File: src/design/sio_pkg.sv
// constants for the shared pin i/o block: register word addresses,
// implemented-bit masks and field positions.
// assumes a 16-bit data-space bus with word addresses.
package sio_pkg;

    // ============================================================
    // register word addresses
    localparam logic [15:0] ADDR_MUX_A  = 16'h7090;
    localparam logic [15:0] ADDR_MUX_B  = 16'h7092;
    localparam logic [15:0] ADDR_PORT_A = 16'h7098;
    localparam logic [15:0] ADDR_PORT_B = 16'h709a;
    localparam logic [15:0] ADDR_PORT_C = 16'h709c;

    // ============================================================
    // implemented bits and reset values
    localparam logic [15:0] MASK_MUX_A  = 16'hff0f;
    localparam logic [15:0] MASK_MUX_B  = 16'h00fd;
    localparam logic [15:0] MASK_PORT_A = 16'h0f0f;
    localparam logic [15:0] MASK_PORT_B = 16'hffff;
    localparam logic [15:0] MASK_PORT_C = 16'hffff;
    localparam logic [15:0] RESET_VALUE = 16'h0000;

    // ============================================================
    // field positions
    localparam int MUX_A_PORT_A_LSB = 0;
    localparam int MUX_A_PORT_B_LSB = 8;
    localparam int DIR_LSB          = 8;
    localparam int DATA_LSB         = 0;
    localparam int PINS_A           = 4;
    localparam int PINS_B           = 8;
    localparam int PINS_C           = 8;
    localparam int PINS_ALL         = PINS_A + PINS_B + PINS_C;
    localparam int CLKPIN_C         = 1;

    // clock output selection for port c pin 1
    localparam logic [1:0] CLKSEL_PORT = 2'h0;
    localparam logic [1:0] CLKSEL_WDOG = 2'h1;
    localparam logic [1:0] CLKSEL_SYS  = 2'h2;
    localparam logic [1:0] CLKSEL_CPU  = 2'h3;

endpackage

File: src/design/sio_top.sv
// shared pin i/o ports a, b and c with pin multiplexing.
// assumes a single-cycle 16-bit data-space bus and synchronous pins.
//
// Function
// - serial, spi and external interrupt pins are not handled here.
// - five registers sit at words 7090h, 7092h, 7098h, 709ah, 709ch.
// - mux a has select bits 15..8 and 3..0; 1 means peripheral.
// - mux a bits 3..0 steer port a pins, bits 15..8 port b pins.
// - mux b has select bits 7..2 and 0 for port c pins.
// - all implemented bits reset to zero and are read/write.
// - port a direction is at bits 11..8, data at bits 3..0.
// - port b direction is at bits 15..8, data at bits 7..0.
// - port c direction is at bits 15..8, data at bits 7..0.
// - a direction bit of 0 makes an input, 1 makes an output.
// - an input pin reads back its sampled level in its data bit.
// - an output pin drives the level written to its data bit.
// - data and direction drive the pin only while the port function is chosen; read-back uses them either way.
// - clock out select 00 gives port c pin 1, else a chosen clock.
module sio_top (
    input  wire logic        clk_sys,
    input  wire logic        resetn,
    input  wire logic [15:0] bus_addr,
    input  wire logic        bus_wr_en,
    input  wire logic        bus_rd_en,
    input  wire logic [15:0] bus_wdata,
    output logic      [15:0] bus_rdata,
    output logic             bus_rd_valid,
    input  wire logic [1:0]  clock_out_select_field,
    input  wire logic        watchdog_clock,
    input  wire logic        system_clock,
    input  wire logic        cpu_clock,
    input  wire logic [3:0]  port_a_pin_in,
    output logic      [3:0]  port_a_pin_out,
    output logic      [3:0]  port_a_pin_oe,
    input  wire logic [7:0]  port_b_pin_in,
    output logic      [7:0]  port_b_pin_out,
    output logic      [7:0]  port_b_pin_oe,
    input  wire logic [7:0]  port_c_pin_in,
    output logic      [7:0]  port_c_pin_out,
    output logic      [7:0]  port_c_pin_oe,
    input  wire logic [3:0]  port_a_periph_out,
    input  wire logic [3:0]  port_a_periph_oe,
    output logic      [3:0]  port_a_periph_in,
    input  wire logic [7:0]  port_b_periph_out,
    input  wire logic [7:0]  port_b_periph_oe,
    output logic      [7:0]  port_b_periph_in,
    input  wire logic [7:0]  port_c_periph_out,
    input  wire logic [7:0]  port_c_periph_oe,
    output logic      [7:0]  port_c_periph_in
);

    // serial, spi and interrupt pins get no cell here: their own
    // peripherals steer them
    localparam int NP = sio_pkg::PINS_ALL;
    localparam int NA = sio_pkg::PINS_A;
    localparam int NB = sio_pkg::PINS_B;

    // ============================================================
    // registers
    logic [15:0] pin_mux_select_a_q;
    logic [15:0] pin_mux_select_b_q;
    logic [15:0] port_a_data_direction_q;
    logic [15:0] port_b_data_direction_q;
    logic [15:0] port_c_data_direction_q;

    // ============================================================
    // address decode
    wire hit_mux_a  = bus_addr == sio_pkg::ADDR_MUX_A;
    wire hit_mux_b  = bus_addr == sio_pkg::ADDR_MUX_B;
    wire hit_port_a = bus_addr == sio_pkg::ADDR_PORT_A;
    wire hit_port_b = bus_addr == sio_pkg::ADDR_PORT_B;
    wire hit_port_c = bus_addr == sio_pkg::ADDR_PORT_C;

    // reserved bits are never stored, so they always read zero
    wire [15:0] wr_mux_a  = bus_wdata & sio_pkg::MASK_MUX_A;
    wire [15:0] wr_mux_b  = bus_wdata & sio_pkg::MASK_MUX_B;
    wire [15:0] wr_port_a = bus_wdata & sio_pkg::MASK_PORT_A;
    wire [15:0] wr_port_b = bus_wdata & sio_pkg::MASK_PORT_B;
    wire [15:0] wr_port_c = bus_wdata & sio_pkg::MASK_PORT_C;

    always_ff @(posedge clk_sys or negedge resetn) begin
        if (!resetn) begin
            pin_mux_select_a_q      <= sio_pkg::RESET_VALUE;
            pin_mux_select_b_q      <= sio_pkg::RESET_VALUE;
            port_a_data_direction_q <= sio_pkg::RESET_VALUE;
            port_b_data_direction_q <= sio_pkg::RESET_VALUE;
            port_c_data_direction_q <= sio_pkg::RESET_VALUE;
        end else if (bus_wr_en) begin
            if (hit_mux_a)
                pin_mux_select_a_q <= wr_mux_a;
            if (hit_mux_b)
                pin_mux_select_b_q <= wr_mux_b;
            if (hit_port_a)
                port_a_data_direction_q <= wr_port_a;
            if (hit_port_b)
                port_b_data_direction_q <= wr_port_b;
            if (hit_port_c)
                port_c_data_direction_q <= wr_port_c;
        end
    end

    // ============================================================
    // flattened per-pin controls: a at 0..3, b at 4..11, c at 12..19
    wire [3:0] mux_a_select_bit = pin_mux_select_a_q[3:0];
    wire [7:0] mux_a_b_select   = pin_mux_select_a_q[15:8];
    wire [7:0] mux_b_select_bit = pin_mux_select_b_q[7:0];

    // bits 2 and 3 of mux b have the opposite sense to the rest
    wire [7:0] port_c_sel;
    assign port_c_sel[0]   = ~mux_b_select_bit[0];
    assign port_c_sel[1]   = clock_out_select_field
                             == sio_pkg::CLKSEL_PORT;
    assign port_c_sel[3:2] = mux_b_select_bit[3:2];
    assign port_c_sel[7:4] = ~mux_b_select_bit[7:4];

    wire [NP-1:0] all_port_sel = {port_c_sel, ~mux_a_b_select,
                                  ~mux_a_select_bit};
    wire [NP-1:0] all_dir  = {port_c_data_direction_q[15:8],
                              port_b_data_direction_q[15:8],
                              port_a_data_direction_q[11:8]};
    wire [NP-1:0] all_data = {port_c_data_direction_q[7:0],
                              port_b_data_direction_q[7:0],
                              port_a_data_direction_q[3:0]};

    // pin 1 of port c carries a clock when not a port pin; the clocks
    // are sampled as data, so the output toggles at most at clk_sys/2
    logic clock_pick;
    always_comb begin
        unique case (clock_out_select_field)
            sio_pkg::CLKSEL_WDOG: clock_pick = watchdog_clock;
            sio_pkg::CLKSEL_SYS:  clock_pick = system_clock;
            sio_pkg::CLKSEL_CPU:  clock_pick = cpu_clock;
            sio_pkg::CLKSEL_PORT: clock_pick = 1'b0;
        endcase
    end

    wire [7:0] c_pout = {port_c_periph_out[7:2], clock_pick,
                         port_c_periph_out[0]};
    wire [7:0] c_poe  = {port_c_periph_oe[7:2], 1'b1, port_c_periph_oe[0]};

    wire [NP-1:0] all_pout   = {c_pout, port_b_periph_out,
                                port_a_periph_out};
    wire [NP-1:0] all_poe    = {c_poe, port_b_periph_oe, port_a_periph_oe};
    wire [NP-1:0] all_pin_in = {port_c_pin_in, port_b_pin_in,
                                port_a_pin_in};
    wire [NP-1:0] all_pin_out;
    wire [NP-1:0] all_pin_oe;
    wire [NP-1:0] all_sample;

    // ============================================================
    // pin cells
    for (genvar i = 0; i < NP; i++) begin : g_pin
        sio_pin_cell u_cell (
            .clk_sys    (clk_sys),
            .resetn     (resetn),
            .port_sel   (all_port_sel[i]),
            .dir        (all_dir[i]),
            .data       (all_data[i]),
            .periph_out (all_pout[i]),
            .periph_oe  (all_poe[i]),
            .pin_in     (all_pin_in[i]),
            .pin_out    (all_pin_out[i]),
            .pin_oe     (all_pin_oe[i]),
            .pin_sample (all_sample[i])
        );
    end

    assign port_a_pin_out   = all_pin_out[NA-1:0];
    assign port_a_pin_oe    = all_pin_oe[NA-1:0];
    assign port_a_periph_in = all_sample[NA-1:0];
    assign port_b_pin_out   = all_pin_out[NA+NB-1:NA];
    assign port_b_pin_oe    = all_pin_oe[NA+NB-1:NA];
    assign port_b_periph_in = all_sample[NA+NB-1:NA];
    assign port_c_pin_out   = all_pin_out[NP-1:NA+NB];
    assign port_c_pin_oe    = all_pin_oe[NP-1:NA+NB];
    assign port_c_periph_in = all_sample[NP-1:NA+NB];

    // ============================================================
    // read-back: inputs show the pin, outputs show the written value
    wire [NP-1:0] all_read = (all_dir & all_data)
                           | (~all_dir & all_sample);

    wire [15:0] rd_port_a = {4'h0, port_a_data_direction_q[11:8],
                             4'h0, all_read[NA-1:0]};
    wire [15:0] rd_port_b = {port_b_data_direction_q[15:8],
                             all_read[NA+NB-1:NA]};
    wire [15:0] rd_port_c = {port_c_data_direction_q[15:8],
                             all_read[NP-1:NA+NB]};

    // unmapped addresses read as zero
    wire [15:0] rd_mux =
          ({16{hit_mux_a}}  & pin_mux_select_a_q)
        | ({16{hit_mux_b}}  & pin_mux_select_b_q)
        | ({16{hit_port_a}} & rd_port_a)
        | ({16{hit_port_b}} & rd_port_b)
        | ({16{hit_port_c}} & rd_port_c);

    always_ff @(posedge clk_sys or negedge resetn) begin
        if (!resetn) begin
            bus_rdata    <= 16'h0000;
            bus_rd_valid <= 1'b0;
        end else begin
            bus_rdata    <= bus_rd_en ? rd_mux : 16'h0000;
            bus_rd_valid <= bus_rd_en;
        end
    end

endmodule

File: src/design/sio_pin_cell.sv
// one shared pin: chooses between port and peripheral drive,
// registers the pin drive and the sampled pin level.
// assumes pin_in is synchronous to clk_sys.
module sio_pin_cell (
    input  wire logic clk_sys,
    input  wire logic resetn,
    input  wire logic port_sel,
    input  wire logic dir,
    input  wire logic data,
    input  wire logic periph_out,
    input  wire logic periph_oe,
    input  wire logic pin_in,
    output logic      pin_out,
    output logic      pin_oe,
    output logic      pin_sample
);

    // ============================================================
    // drive selection
    wire drive_d = port_sel ? data : periph_out;
    wire oe_d    = port_sel ? dir  : periph_oe;

    always_ff @(posedge clk_sys or negedge resetn) begin
        if (!resetn) begin
            pin_out    <= 1'b0;
            pin_oe     <= 1'b0;
            pin_sample <= 1'b0;
        end else begin
            pin_out    <= drive_d;
            pin_oe     <= oe_d;
            pin_sample <= pin_in;
        end
    end

endmodule

File: config.mk
export PLATFORM = sky130hd
export DESIGN_NAME = sio_top
export DESIGN_NICKNAME = d
export VERILOG_FILES = /design/src/design/sio_pkg.sv /design/src/design/sio_top.sv /design/src/design/sio_pin_cell.sv
export SDC_FILE = /design/constraint.sdc
export NUM_CORES = 1
export LEC_CHECK = 0
export BUFFER_PORTS_ARGS = -buffer_cell sky130_fd_sc_hd__buf_2
export CORE_MARGIN = 5
export CORE_UTILIZATION = 55
export CTS_CLUSTER_DIAMETER = 150
export DETAILED_ROUTE_END_ITERATION = 10
export GPL_TIMING_DRIVEN = 0
export PLACE_DENSITY = 0.91
export SYNTH_ARGS = -nofsm -noshare
export SYNTH_HDL_FRONTEND = slang
export SYNTH_SLANG_ARGS = --single-unit
File: constraint.sdc
create_clock -name clk_sys -period 2.3 [get_ports clk_sys]
set_input_delay 0.575 -clock clk_sys [delete_from_list [all_inputs] [get_ports clk_sys]]
set_output_delay 0.575 -clock clk_sys [all_outputs]
set_load 0.02 [all_outputs]
* Yosys cells after proc, flatten, opt, wreduce, memory -nomap -nowiden
Cells that the tools add are included. W data, S select, Z words.
Storage, ports and cells: register bits after elaboration 136, logic and storage cells 139
Cells by class: equal/unequal tests 8, multiplexer cells 42, bitwise gates (word level) 16, reduce and logical (&&, ||, !) cells 6
Operators by type and width (number):
- $eq A16 B15 Y1 const B | 5
- $or A16 B16 Y16 | 4
- $and A16 B16 Y16 | 3
- $and A20 B20 Y20 | 2
- $mux W1 | 40
- $not A20 Y20 | 1
- $or A20 B20 Y20 | 1
- $and A16 B12 Y16 | 1
- $and A16 B8 Y16 | 1
- $mux W16 | 1
- $reduce_and A2 Y1 | 5
- $not A4 Y4 | 2
- $not A8 Y8 | 1
- $eq A2 B2 Y1 const B | 2
- $pmux W1 S3 | 1
- $eq A2 B1 Y1 const B | 1
- $logic_not A2 Y1 | 1

* Logic depth before layout (Yosys ltp)
Gate-level depths: netlist of run 1.
depth after elaboration 8, mapped depth 6

* By module
Synthesis of run 1 repeated with hierarchy kept, for this count alone.
Second synthesis, totals: cells, all modules 376, area, all modules 5546.6 sq um
Modules (own cells, without submodules):
- sio_top | times used 1, cells an instance 276, area an instance 3594.7 sq um, sequential area each 1901.8 sq um
- sio_pin_cell | times used 20, cells an instance 5, area an instance 97.6 sq um, sequential area each 75.1 sq um

* Worst setup path before layout of run 1
Ideal clock, no wire load.
kind input -> register, start input bus_addr[5], end register pin_mux_select_a_q[10], arrival time 2.283 ns, data required time 2.175 ns, setup slack -0.108 ns, stages 6, buffers on the path 2, cell sequence nand4bb_1 > buf_2 > or3b_2 > nor3_1 > buf_4 > mux2_2
Between the ends: longest elaborated chain between the ends 2
RTL lines:
- from (decl) | RTL line sio_top.sv:22 | input wire logic [15:0] bus_addr,
- $eq A16 B15 Y1 | RTL line sio_top.sv:68 | wire hit_mux_a = bus_addr == sio_pkg::ADDR_MUX_A;
- $reduce_and A2 Y1 (no source line)
- to (signal assigned) | RTL line sio_top.sv:83 | pin_mux_select_a_q <= sio_pkg::RESET_VALUE;
- to (signal assigned) | RTL line sio_top.sv:90 | pin_mux_select_a_q <= wr_mux_a;
- to (decl) | RTL line sio_top.sv:60 | logic [15:0] pin_mux_select_a_q;
No other way between the ends. A chain may end at the register's enable or synchronous reset.

* Worst setup path after layout of run 1
start input bus_addr[6], end register port_b_data_direction_q[12]
Between the ends: longest elaborated chain between the ends 2
RTL lines:
- $eq A16 B15 Y1 | RTL line sio_top.sv:71 | wire hit_port_b = bus_addr == sio_pkg::ADDR_PORT_B;
- $reduce_and A2 Y1 (no source line)
- to (signal assigned) | RTL line sio_top.sv:86 | port_b_data_direction_q <= sio_pkg::RESET_VALUE;
- to (signal assigned) | RTL line sio_top.sv:96 | port_b_data_direction_q <= wr_port_b;
- to (decl) | RTL line sio_top.sv:63 | logic [15:0] port_b_data_direction_q;
No other way between the ends.

==> results list, run 1 <==
* Largest net degree at the start of global routing: between 80 and 90
- Most frequently used cell type in the post-synthesis netlist: sky130_fd_sc_hd__dfrtp_1
- The initialized floorplan defines 38 standard-cell rows.
* Largest delay share family, worst path: simple AND/OR/NAND/NOR gates
- Setup repair after global routing left no endpoint under its margin.
- The worst-case IR drop observed on VDD is slightly below 0.7 mV.
* Biggest cell delay along the critical path: approximately 510 ps
- Max-cap violations in this run came to 0.
- Counting instances in the post-synthesis netlist gives the leading cell types as 136 x sky130_fd_sc_hd__dfrtp_1, 100 x sky130_fd_sc_hd__mux2_2, 61 x sky130_fd_sc_hd__buf_4.
- In this run, synthesis inferred 0 flip-flops with an integrated enable.
* Buffers & Inverters on Critical Path: 3
- Final antenna diode count: 0
* Global-route wire length before repair: between 20 and 25 mm
- Die outline width: approximately 110 um
* Via density per instance: 5.38
- The cell sitting at the root of the clock tree is a sky130_fd_sc_hd__clkbuf_8.
- Synthesized cell area: around 6000 um^2
- Std-Cell Core Area: approximately 11000 um^2
- In this run the cell area measured after placement is roughly 7000 um^2.
* Clock transition at the register clock pins on the worst setup and hold paths after CTS: 60 ps
* Clock sink count: roughly 140
* Hold WC Path Type: in2async
- At the worst endpoint, the required time is approximately 2700 ps.
- In this run the worst setup path begins at bus_addr[6].
* Yosys cell types: 42
* Clock latency on the worst-skew pair: 520 ps
* CTS tree: built
- The net count of the finished layout is 726.
- The die covers 13100 um^2.
* Number of top-level design ports: 178
* Critical Setup Path Class: in2reg
- No sink is reached through more buffers than the 2 on the longest clock path.
* Fraction of the cycle the final worst path needs: 98.8%
- For this run, the total global-route usage over all layers was measured as 24.2%.
- The H-tree was split into 4 levels.
* Setup-failing EPs final: 0
- For the pin with the worst max-slew slack, the measured transition is between 900 and 1000 ps.
- First-pass iteration count of the detailed router: 4
* DRT Wirelength: between 15 and 20 mm
- The number of nets in the synthesized netlist is 528.
* Starting density of the core: a little under three fifths
- Maximum fanout encountered on the critical timing path: 10
- Total number of vias: between 4000 and 5000
* Number of nets with antenna violations after routing: 0
- Across all setup checks in the final design, the least slack found is 26.7 ps.
- Counting flops with an async set or reset pin after synthesis yields a share of 100%.
* Internal reg-to-reg setup slack: roughly 870 ps
* Fraction of final layout cells with drive strength greater than 1: about 63%
- Register area: between 3000 and 4000 um^2
- The synthesized design contains ~140 register bits.
- Share of synthesized area occupied by flip-flops and latches: a little under three fifths
- In the final layout, the multi-input gates occupy between 2000 and 2500 um^2.
- Area overhead of the layout relative to synthesis: 28.3%
- The average instance in the mapped netlist occupies around 14 um^2.
- Slowest CP cell: sky130_fd_sc_hd__or4b_1
- Reg2reg start: port_b_data_direction_q[10]
- Result of the run: finished, final reports clean
- After layout, the design draws a total of between 0.005 and 0.006 W.
- Tmin final: approximately 2300 ps
* Die span in y: 114 um
- sky130_fd_sc_hd__dfrtp_1 takes more of the synthesized area than any other cell.
- Leakage: roughly 4 nW
- Detail Placement HPWL: approximately 11 mm
- Initial antenna violation count: 0
* Final hold violations: 0
- Measured on the finished design, the core utilization comes to 71.5%.
* Number of cell instances on the worst register-to-register path: 4
- STA classifies the critical path endpoint as a flip-flop.
- Global routing finished with a remaining overflow of 0.
- In this run the tool buffered the top-level ports with 174 buffer cells.
- Via count of the first global-routing pass: about 4500
- Final weighted congestion of routability-driven global placement: 0.853
- Highest achievable clock rate: 440 MHz
* R2r endpoint: bus_rdata[2]
* Number of clock buffers inserted by TritonCTS: 17
- Skew final: 5.52 ps
- The cell count after synthesis came out at about 430.
- Traced cell by cell, the critical path runs through buf_2, or4b_1, buf_2, nor4_4, nand2_2, buf_2, mux2_2.
- For this design the ratio of total power to cell area is 681 nW/um^2.
- For this run, design rule violations remaining after detail routing come to 0.
* Most frequent cell on the critical path: sky130_fd_sc_hd__buf_2
- Cells taking the most area after synthesis: sky130_fd_sc_hd__dfrtp_1 57%, sky130_fd_sc_hd__mux2_2 19%, sky130_fd_sc_hd__buf_4 7.6%
- The max-slew violation count is 0.
- Crit path arrival time: between 2000 and 3000 ps
- In this run, the number of DRC markers left after iteration 0 of detailed routing was roughly 290.
- In the final routed layout, each cell accounts on average for approximately 20 um.
- Yosys warning total: 0
- After synthesis, the largest area contributor takes up ~57% of total cell area.
- Before CTS, the worst setup slack after placement is -713 ps.
- The filler cells instantiated in the layout total 742.
* Primary FF master, synth: sky130_fd_sc_hd__dfrtp_1
- Startpoint Class: input port
- Post-Layout Inst Area: between 7000 and 8000 um^2
- Measured against its own limit, the worst slew margin works out to ~39%.
- Adding up every negative setup slack in the final design gives 0 ps.
## kinds of logic (layout without fill, tap and decap cells)
group | after synthesis | count (layout) | share of synthesized area (%)
flops | 136 | 136 | 56.8
mux | 122 | 122 | 23.5
buf+inv | 75 | 283 | 8.75
simple gates | 57 | 57 | 6.64
compound gates | 37 | 37 | 4.28
## metrics by stage
| step | hold WS, ps | std cells |
|---|---|---|
| CTS | 0.226 | 775 |
| detailed placement | 513 | 742 |
| floorplan | 279 | 427 |
| global placement | 506 | 741 |
| global route | 16.3 | 775 |
| finish | 2.73 | 775 |
## per-layer routing
layer / GRT usage, % / vias up / wire (um)
met4: 9.66 / 0 / 350
met3: 7.56 / 29 / 1210
met1: 29.1 / 2069 / 5870
met2: 40.5 / 191 / 7780
met5: 0 / - / 0
li1: - / 1880 / -
## worst max-delay path by stage
stage	endpoint	slack, ps	depth (start not counted)
5_1_grt	bus_rdata[12]	20	6
4_1_cts	port_b_data_direction_q[12]	80	7
6_report	port_b_data_direction_q[12]	30	7
3_5_place_dp	port_c_data_direction_q[7]	-710	7
3_3_place_gp	g_pin[12].u_cell.pin_sample	-1090	1
2_1_floorplan	port_c_data_direction_q[0]	-70	6
## registers in the layout (all words and copies together), names as in the netlist
name	cells
g_pin.u_cell.pin_sample	20
port_a_data_direction_q	8
pin_mux_select_a_q	12
port_b_data_direction_q	16
port_c_data_direction_q	16
g_pin.u_cell.pin_oe	20
bus_rd_valid	1
bus_rdata	16
pin_mux_select_b_q	7
g_pin.u_cell.pin_out	20
## repair_timing
item                                    CTS  global route
pin swaps                                 2             0
resized for setup                         2             2
endpoints found under the setup margin   26             2
setup buffers                             4             0
gates cloned                              0             0
hold buffers                              0             0
## layout make-up
class                           count  share of cell area [%]
Clock buffer                       26                    6.48
Timing Repair Buffer              179                    12.2
Inverter                            1                  0.0489
Multi-Input combinational cell    216                    27.2
Tap cell                          140                    2.28
Sequential cell                   136                    44.3
Clock inverter                      3                   0.521
Buffer                             74                    7.02
## report_power, final
group / switching, W / internal, W / total, W
Sequential: 0.0000129 / 0.00242 / 0.00243
Clock: 0.000923 / 0.00156 / 0.00248
Combinational: 0.000176 / 0.000143 / 0.000318
Total: 0.00111 / 0.00412 / 0.00523
## layout by cell type, fill, tap and decap left out, drive strengths merged, types with 3 or more instances in the layout
cell type,n
a21o,3
nor4,9
or3,4
nor2,4
o21ai,3
mux2,110
buf,246
a2111o,3
a21oi,12
nand2,21
clkbuf,33
mux2i,11
a22oi,8
dfrtp,136
a31oi,3
a32oi,4
(Power assumes the default switching activity.)
==> run 2: changes to the inputs <==
--- a/config.mk
+++ b/config.mk
@@ -7,11 +7,11 @@
 export LEC_CHECK = 0
 export BUFFER_PORTS_ARGS = -buffer_cell sky130_fd_sc_hd__buf_2
 export CORE_MARGIN = 5
-export CORE_UTILIZATION = 55
+export CORE_UTILIZATION = 52
 export CTS_CLUSTER_DIAMETER = 150
 export DETAILED_ROUTE_END_ITERATION = 10
 export GPL_TIMING_DRIVEN = 0
-export PLACE_DENSITY = 0.91
+export PLACE_DENSITY = 0.87
 export SYNTH_ARGS = -nofsm -noshare
 export SYNTH_HDL_FRONTEND = slang
 export SYNTH_SLANG_ARGS = --single-unit
==> constraint.sdc (replaced) <==
create_clock -name clk_sys -period 2.1 [get_ports clk_sys]
set_input_delay 0.525 -clock clk_sys [delete_from_list [all_inputs] [get_ports clk_sys]]
set_output_delay 0.525 -clock clk_sys [all_outputs]
set_load 0.02 [all_outputs]
==> run 2 against run 1 <==
Worst setup slack lost 1.1 ps. Worst hold slack gained 91 ps. Highest routed layer unchanged. Via count grew 1.0%. Clock power grew 20%. Cell count grew 1.3%. Sequential power grew 9.9%. Flip-flop and latch count is the same. Critical path depth is the same. Sequential share of layout area shrank 0.84 points. Combinational power grew 10%.
==> results list, run 2 (synthesis gave the netlist of run 1 again) <==
- Relative slew slack: 56.7% (+18 points)
- Largest net degree at the start of global routing: 70 (-19%)
- The global-route track usage on met3 came to 7.46% (-0.099 points).
- The root buffer cell chosen for the clock tree is sky130_fd_sc_hd__clkbuf_16.
* Maximum count of clock buffers along a single path: 2 (unchanged)
* Number of cell instances on the worst register-to-register path: 4 (unchanged)
- Final hold violations: 0 (unchanged)
- Fraction of final layout cells with drive strength greater than 1: 63.4% (+0.72 points)
- The final cell count without fillers was 785 (+1.3%).
- The core box area is 11400 um^2 (+5.8%).
- Busiest metal layer after global routing: met2
- The data arrival time of the worst path came to 2370 ps (-300 ps).
* Filler Cells Inserted: 820 (+11%)
- The maximum vdd drop is 0.549 mV (-19%).
* Port bufs: 174 (unchanged)
- Setup repair after global routing left no endpoint under its margin.
- Clock sink count: 136 (unchanged)
- Biggest cell delay along the critical path: 480 ps (-30 ps)
- The total grt overflow is 0 (unchanged).
- Via density per instance: 5.36 (-0.28%)
- The count of pins on the block boundary came to 178 (unchanged).
* Detailed Route Iter0 Violations: 330 (+16%)
* Result of the run: finished, final reports clean
- Most frequent cell on the critical path: sky130_fd_sc_hd__buf_2
- Final weighted congestion of routability-driven global placement: 0.844 (-1.1%)
- The switching component of the power was 0.00127 W (+14%).
- Worst path cell trace: buf_2, nand4bb_1, buf_2, or3b_4, nor3_4, buf_6, mux2_2
- Initial antenna violation count: 0 (unchanged)
- The worst setup path is of the in2reg kind.
* Largest delay share family, worst path: simple AND/OR/NAND/NOR gates
- The final setup violation count is 0 (unchanged).
- Starting density of the core: 52.7% (-3.1 points)
- The smallest clock period supported by the final layout is computed as about 2100 ps.
- The total length of routed wires was 15.2 mm (about the same).
- Relative contribution of sequential cells to total power: 44.4% (-2.1 points)
* Required time reported for the critical path endpoint: 2400 ps (-300 ps)
- The total placed cells including tap cells was 745 (+0.40%).
- The max-slew violation count came to 0 (unchanged).
- The path class of the tightest hold or removal check is in2async.
* Global-route wire length before repair: 24.4 mm (+3.3%)
* Number of nets with antenna violations after routing: 0 (unchanged)
- The total of hold buffers inserted after clock tree synthesis is 0 (unchanged).
- Clock transition at the register clock pins on the worst setup and hold paths after CTS: 50 ps (about the same)
* First-pass iteration count of the detailed router: 4 (unchanged)
- Number of clock buffers inserted by TritonCTS: 17 (unchanged)
- The library cell used most frequently in the layout, excluding fill and tap cells, is sky130_fd_sc_hd__buf_2.
- Sort of element at the end of the critical path: flip-flop
- H-tree levels: 4 (unchanged)
- The leakage power was 4.15 nW (+2.0%).
- Startpoint Class: input port
* Met2 layer usage reported by global route: 36.6% (-3.8 points)
- The die span in x is 117 um (+2.6%).
- Area overhead of the layout relative to synthesis: 30.7%
- Relative contribution of the clock network to total power: 49.7% (+2.3 points)
- The switching part of the total is 21.1% (-0.14 points).
- The number of rows created at floorplan came to 39 (+2.6%).
- TritonCTS built the clock tree.
- Number of max-cap violations: 0 (unchanged)
* Clock latency on the worst-skew pair: 420 ps (-100 ps)
- The routed wirelength normalized by instance count came to 19.4 um (-1.2%).
* Maximum fanout encountered on the critical timing path: 10 (unchanged)
* Nets: 730 (+0.55%)
- Reg2reg start: port_b_data_direction_q[10]
* Most used cells in the layout excluding fill and tap cells: 175 x sky130_fd_sc_hd__buf_2, 136 x sky130_fd_sc_hd__dfrtp_1, 100 x sky130_fd_sc_hd__mux2_2
* Die span in y: 117 um (+2.6%)
* Fraction of the cycle the final worst path needs: between 90% and 100%
- PwrDens: 766 nW/um^2 (+12%)
* Internal reg-to-reg setup slack: 710 ps (-160 ps)
- The combined buffer and inverter count along the critical path was 3 (unchanged).
- Combinational group share of total power: 5.9% (-0.2 points)
* Worst-Margin Slew: 644 ps (-270 ps)
- Worst hold slack: 94.1 ps (+91.4 ps)
* Full die area: 13800 um^2 (+5.3%)
- Total design power: 0.00600 W (+15%)
- The global-route track usage on met1 was 28.1% (-1.0 points).
- Cell internal power dissipation: 0.00473 W (+15%)
- The global routing usage summed across all routing layers came to 22.7% (-1.5 points).
- Based on the critical path, the design can be clocked at up to 482 MHz.
* R2r endpoint: bus_rdata[2]
- The post-detailed-route DRC marker count was 0 (unchanged).
* Setup_tns: 0 ps (unchanged)
* Post-Layout Inst Area: 7830 um^2 (+1.9%)
* Skew final: 7.36 ps (+1.84 ps)
- Slowest CP cell: sky130_fd_sc_hd__or3b_4
* Final antenna diode count: 0 (unchanged)
- Total number of vias: 4211 (+1.0%)
* Detail Placement HPWL: 10.8 mm (-1.8%)
- Via count of the first global-routing pass: 4538 (-0.22%)
* Biggest regs: g_pin.u_cell.pin_oe (20), g_pin.u_cell.pin_out (20), g_pin.u_cell.pin_sample (20)
- The area after detailed placement is 7120 um^2 (+0.26%).
-- run 2: changes by cell type in the layout (fill, tap and decap cells not counted), moves of 2 or more --
cell	delta
sky130_fd_sc_hd__clkinvlp_4	+2
sky130_fd_sc_hd__nor4_4	+2
sky130_fd_sc_hd__nor4_2	-2
sky130_fd_sc_hd__bufinv_16	+2
sky130_fd_sc_hd__buf_2	-3
sky130_fd_sc_hd__buf_4	+4
sky130_fd_sc_hd__buf_6	+3
sky130_fd_sc_hd__clkbuf_8	-4
-- run 2: per-stage QoR --
| step | worst slack [ps] | utilization (%) |
|---|---|---|
| after floorplan | -224 | - |
| final | 25.7 | 68.9 |
| after global routing | 1.84 | 68.9 |
| after detailed placement | -898 | 62.6 |
| after CTS | 0.754 | 68.6 |
| after global placement | -1230 | 62.3 |
-- run 2: worst max path at each step --
stage                            start                          to  depth (start not counted)  slack [ps]
after floorplan            bus_addr[2]  port_c_data_direction_q[0]                          6        -220
after global placement          resetn     g_pin[14].u_cell.pin_oe                          1       -1230
after detailed placement   bus_addr[6]       pin_mux_select_b_q[3]                          5        -900
after CTS                 bus_addr[10]  port_b_data_direction_q[8]                          6         0.8
after global routing       bus_addr[3]                bus_rdata[7]                          8           2
final                      bus_addr[5]       pin_mux_select_a_q[3]                          7          30
-- run 2: layer usage --
metal  vias up  wire [um]
li1       1889          -
met4         0        350
met2       197       7480
met5         -          0
met3        28       1290
met1      2097       6090
-- run 2: cell type report --
class / instances / area (um^2) / area share (%)
buffer: 73 / 547 / 6.98
clock buffer: 24 / 472 / 6.02
clock inverter: 8 / 120 / 1.53
inverter: 1 / 3.75 / 0.0479
multi-input combinational: 216 / 2130 / 27.2
sequential: 136 / 3400 / 43.5
tap: 143 / 179 / 2.28
timing repair buffer: 184 / 976 / 12.5
-- run 2: timing repair --
| action | CTS | global route |
|---|---|---|
| endpoints found under the setup margin | 57 | 24 |
| pin swaps | 3 | 2 |
| gates resized for setup | 5 | 5 |
| hold endpoints to repair | 0 | 0 |
| setup buffers | 8 | 1 |
-- run 2: power by group through the flow --
stage | combinational, W | clock, W | sequential [W]
floorplan | 0.000139 | 0 | 0.00271
global placement | 0.000333 | 0 | 0.00271
detailed placement | 0.000349 | 0 | 0.00271
CTS | 0.000353 | 0.00303 | 0.00266
global route | 0.000385 | 0.00317 | 0.00267
finish | 0.000351 | 0.00298 | 0.00267
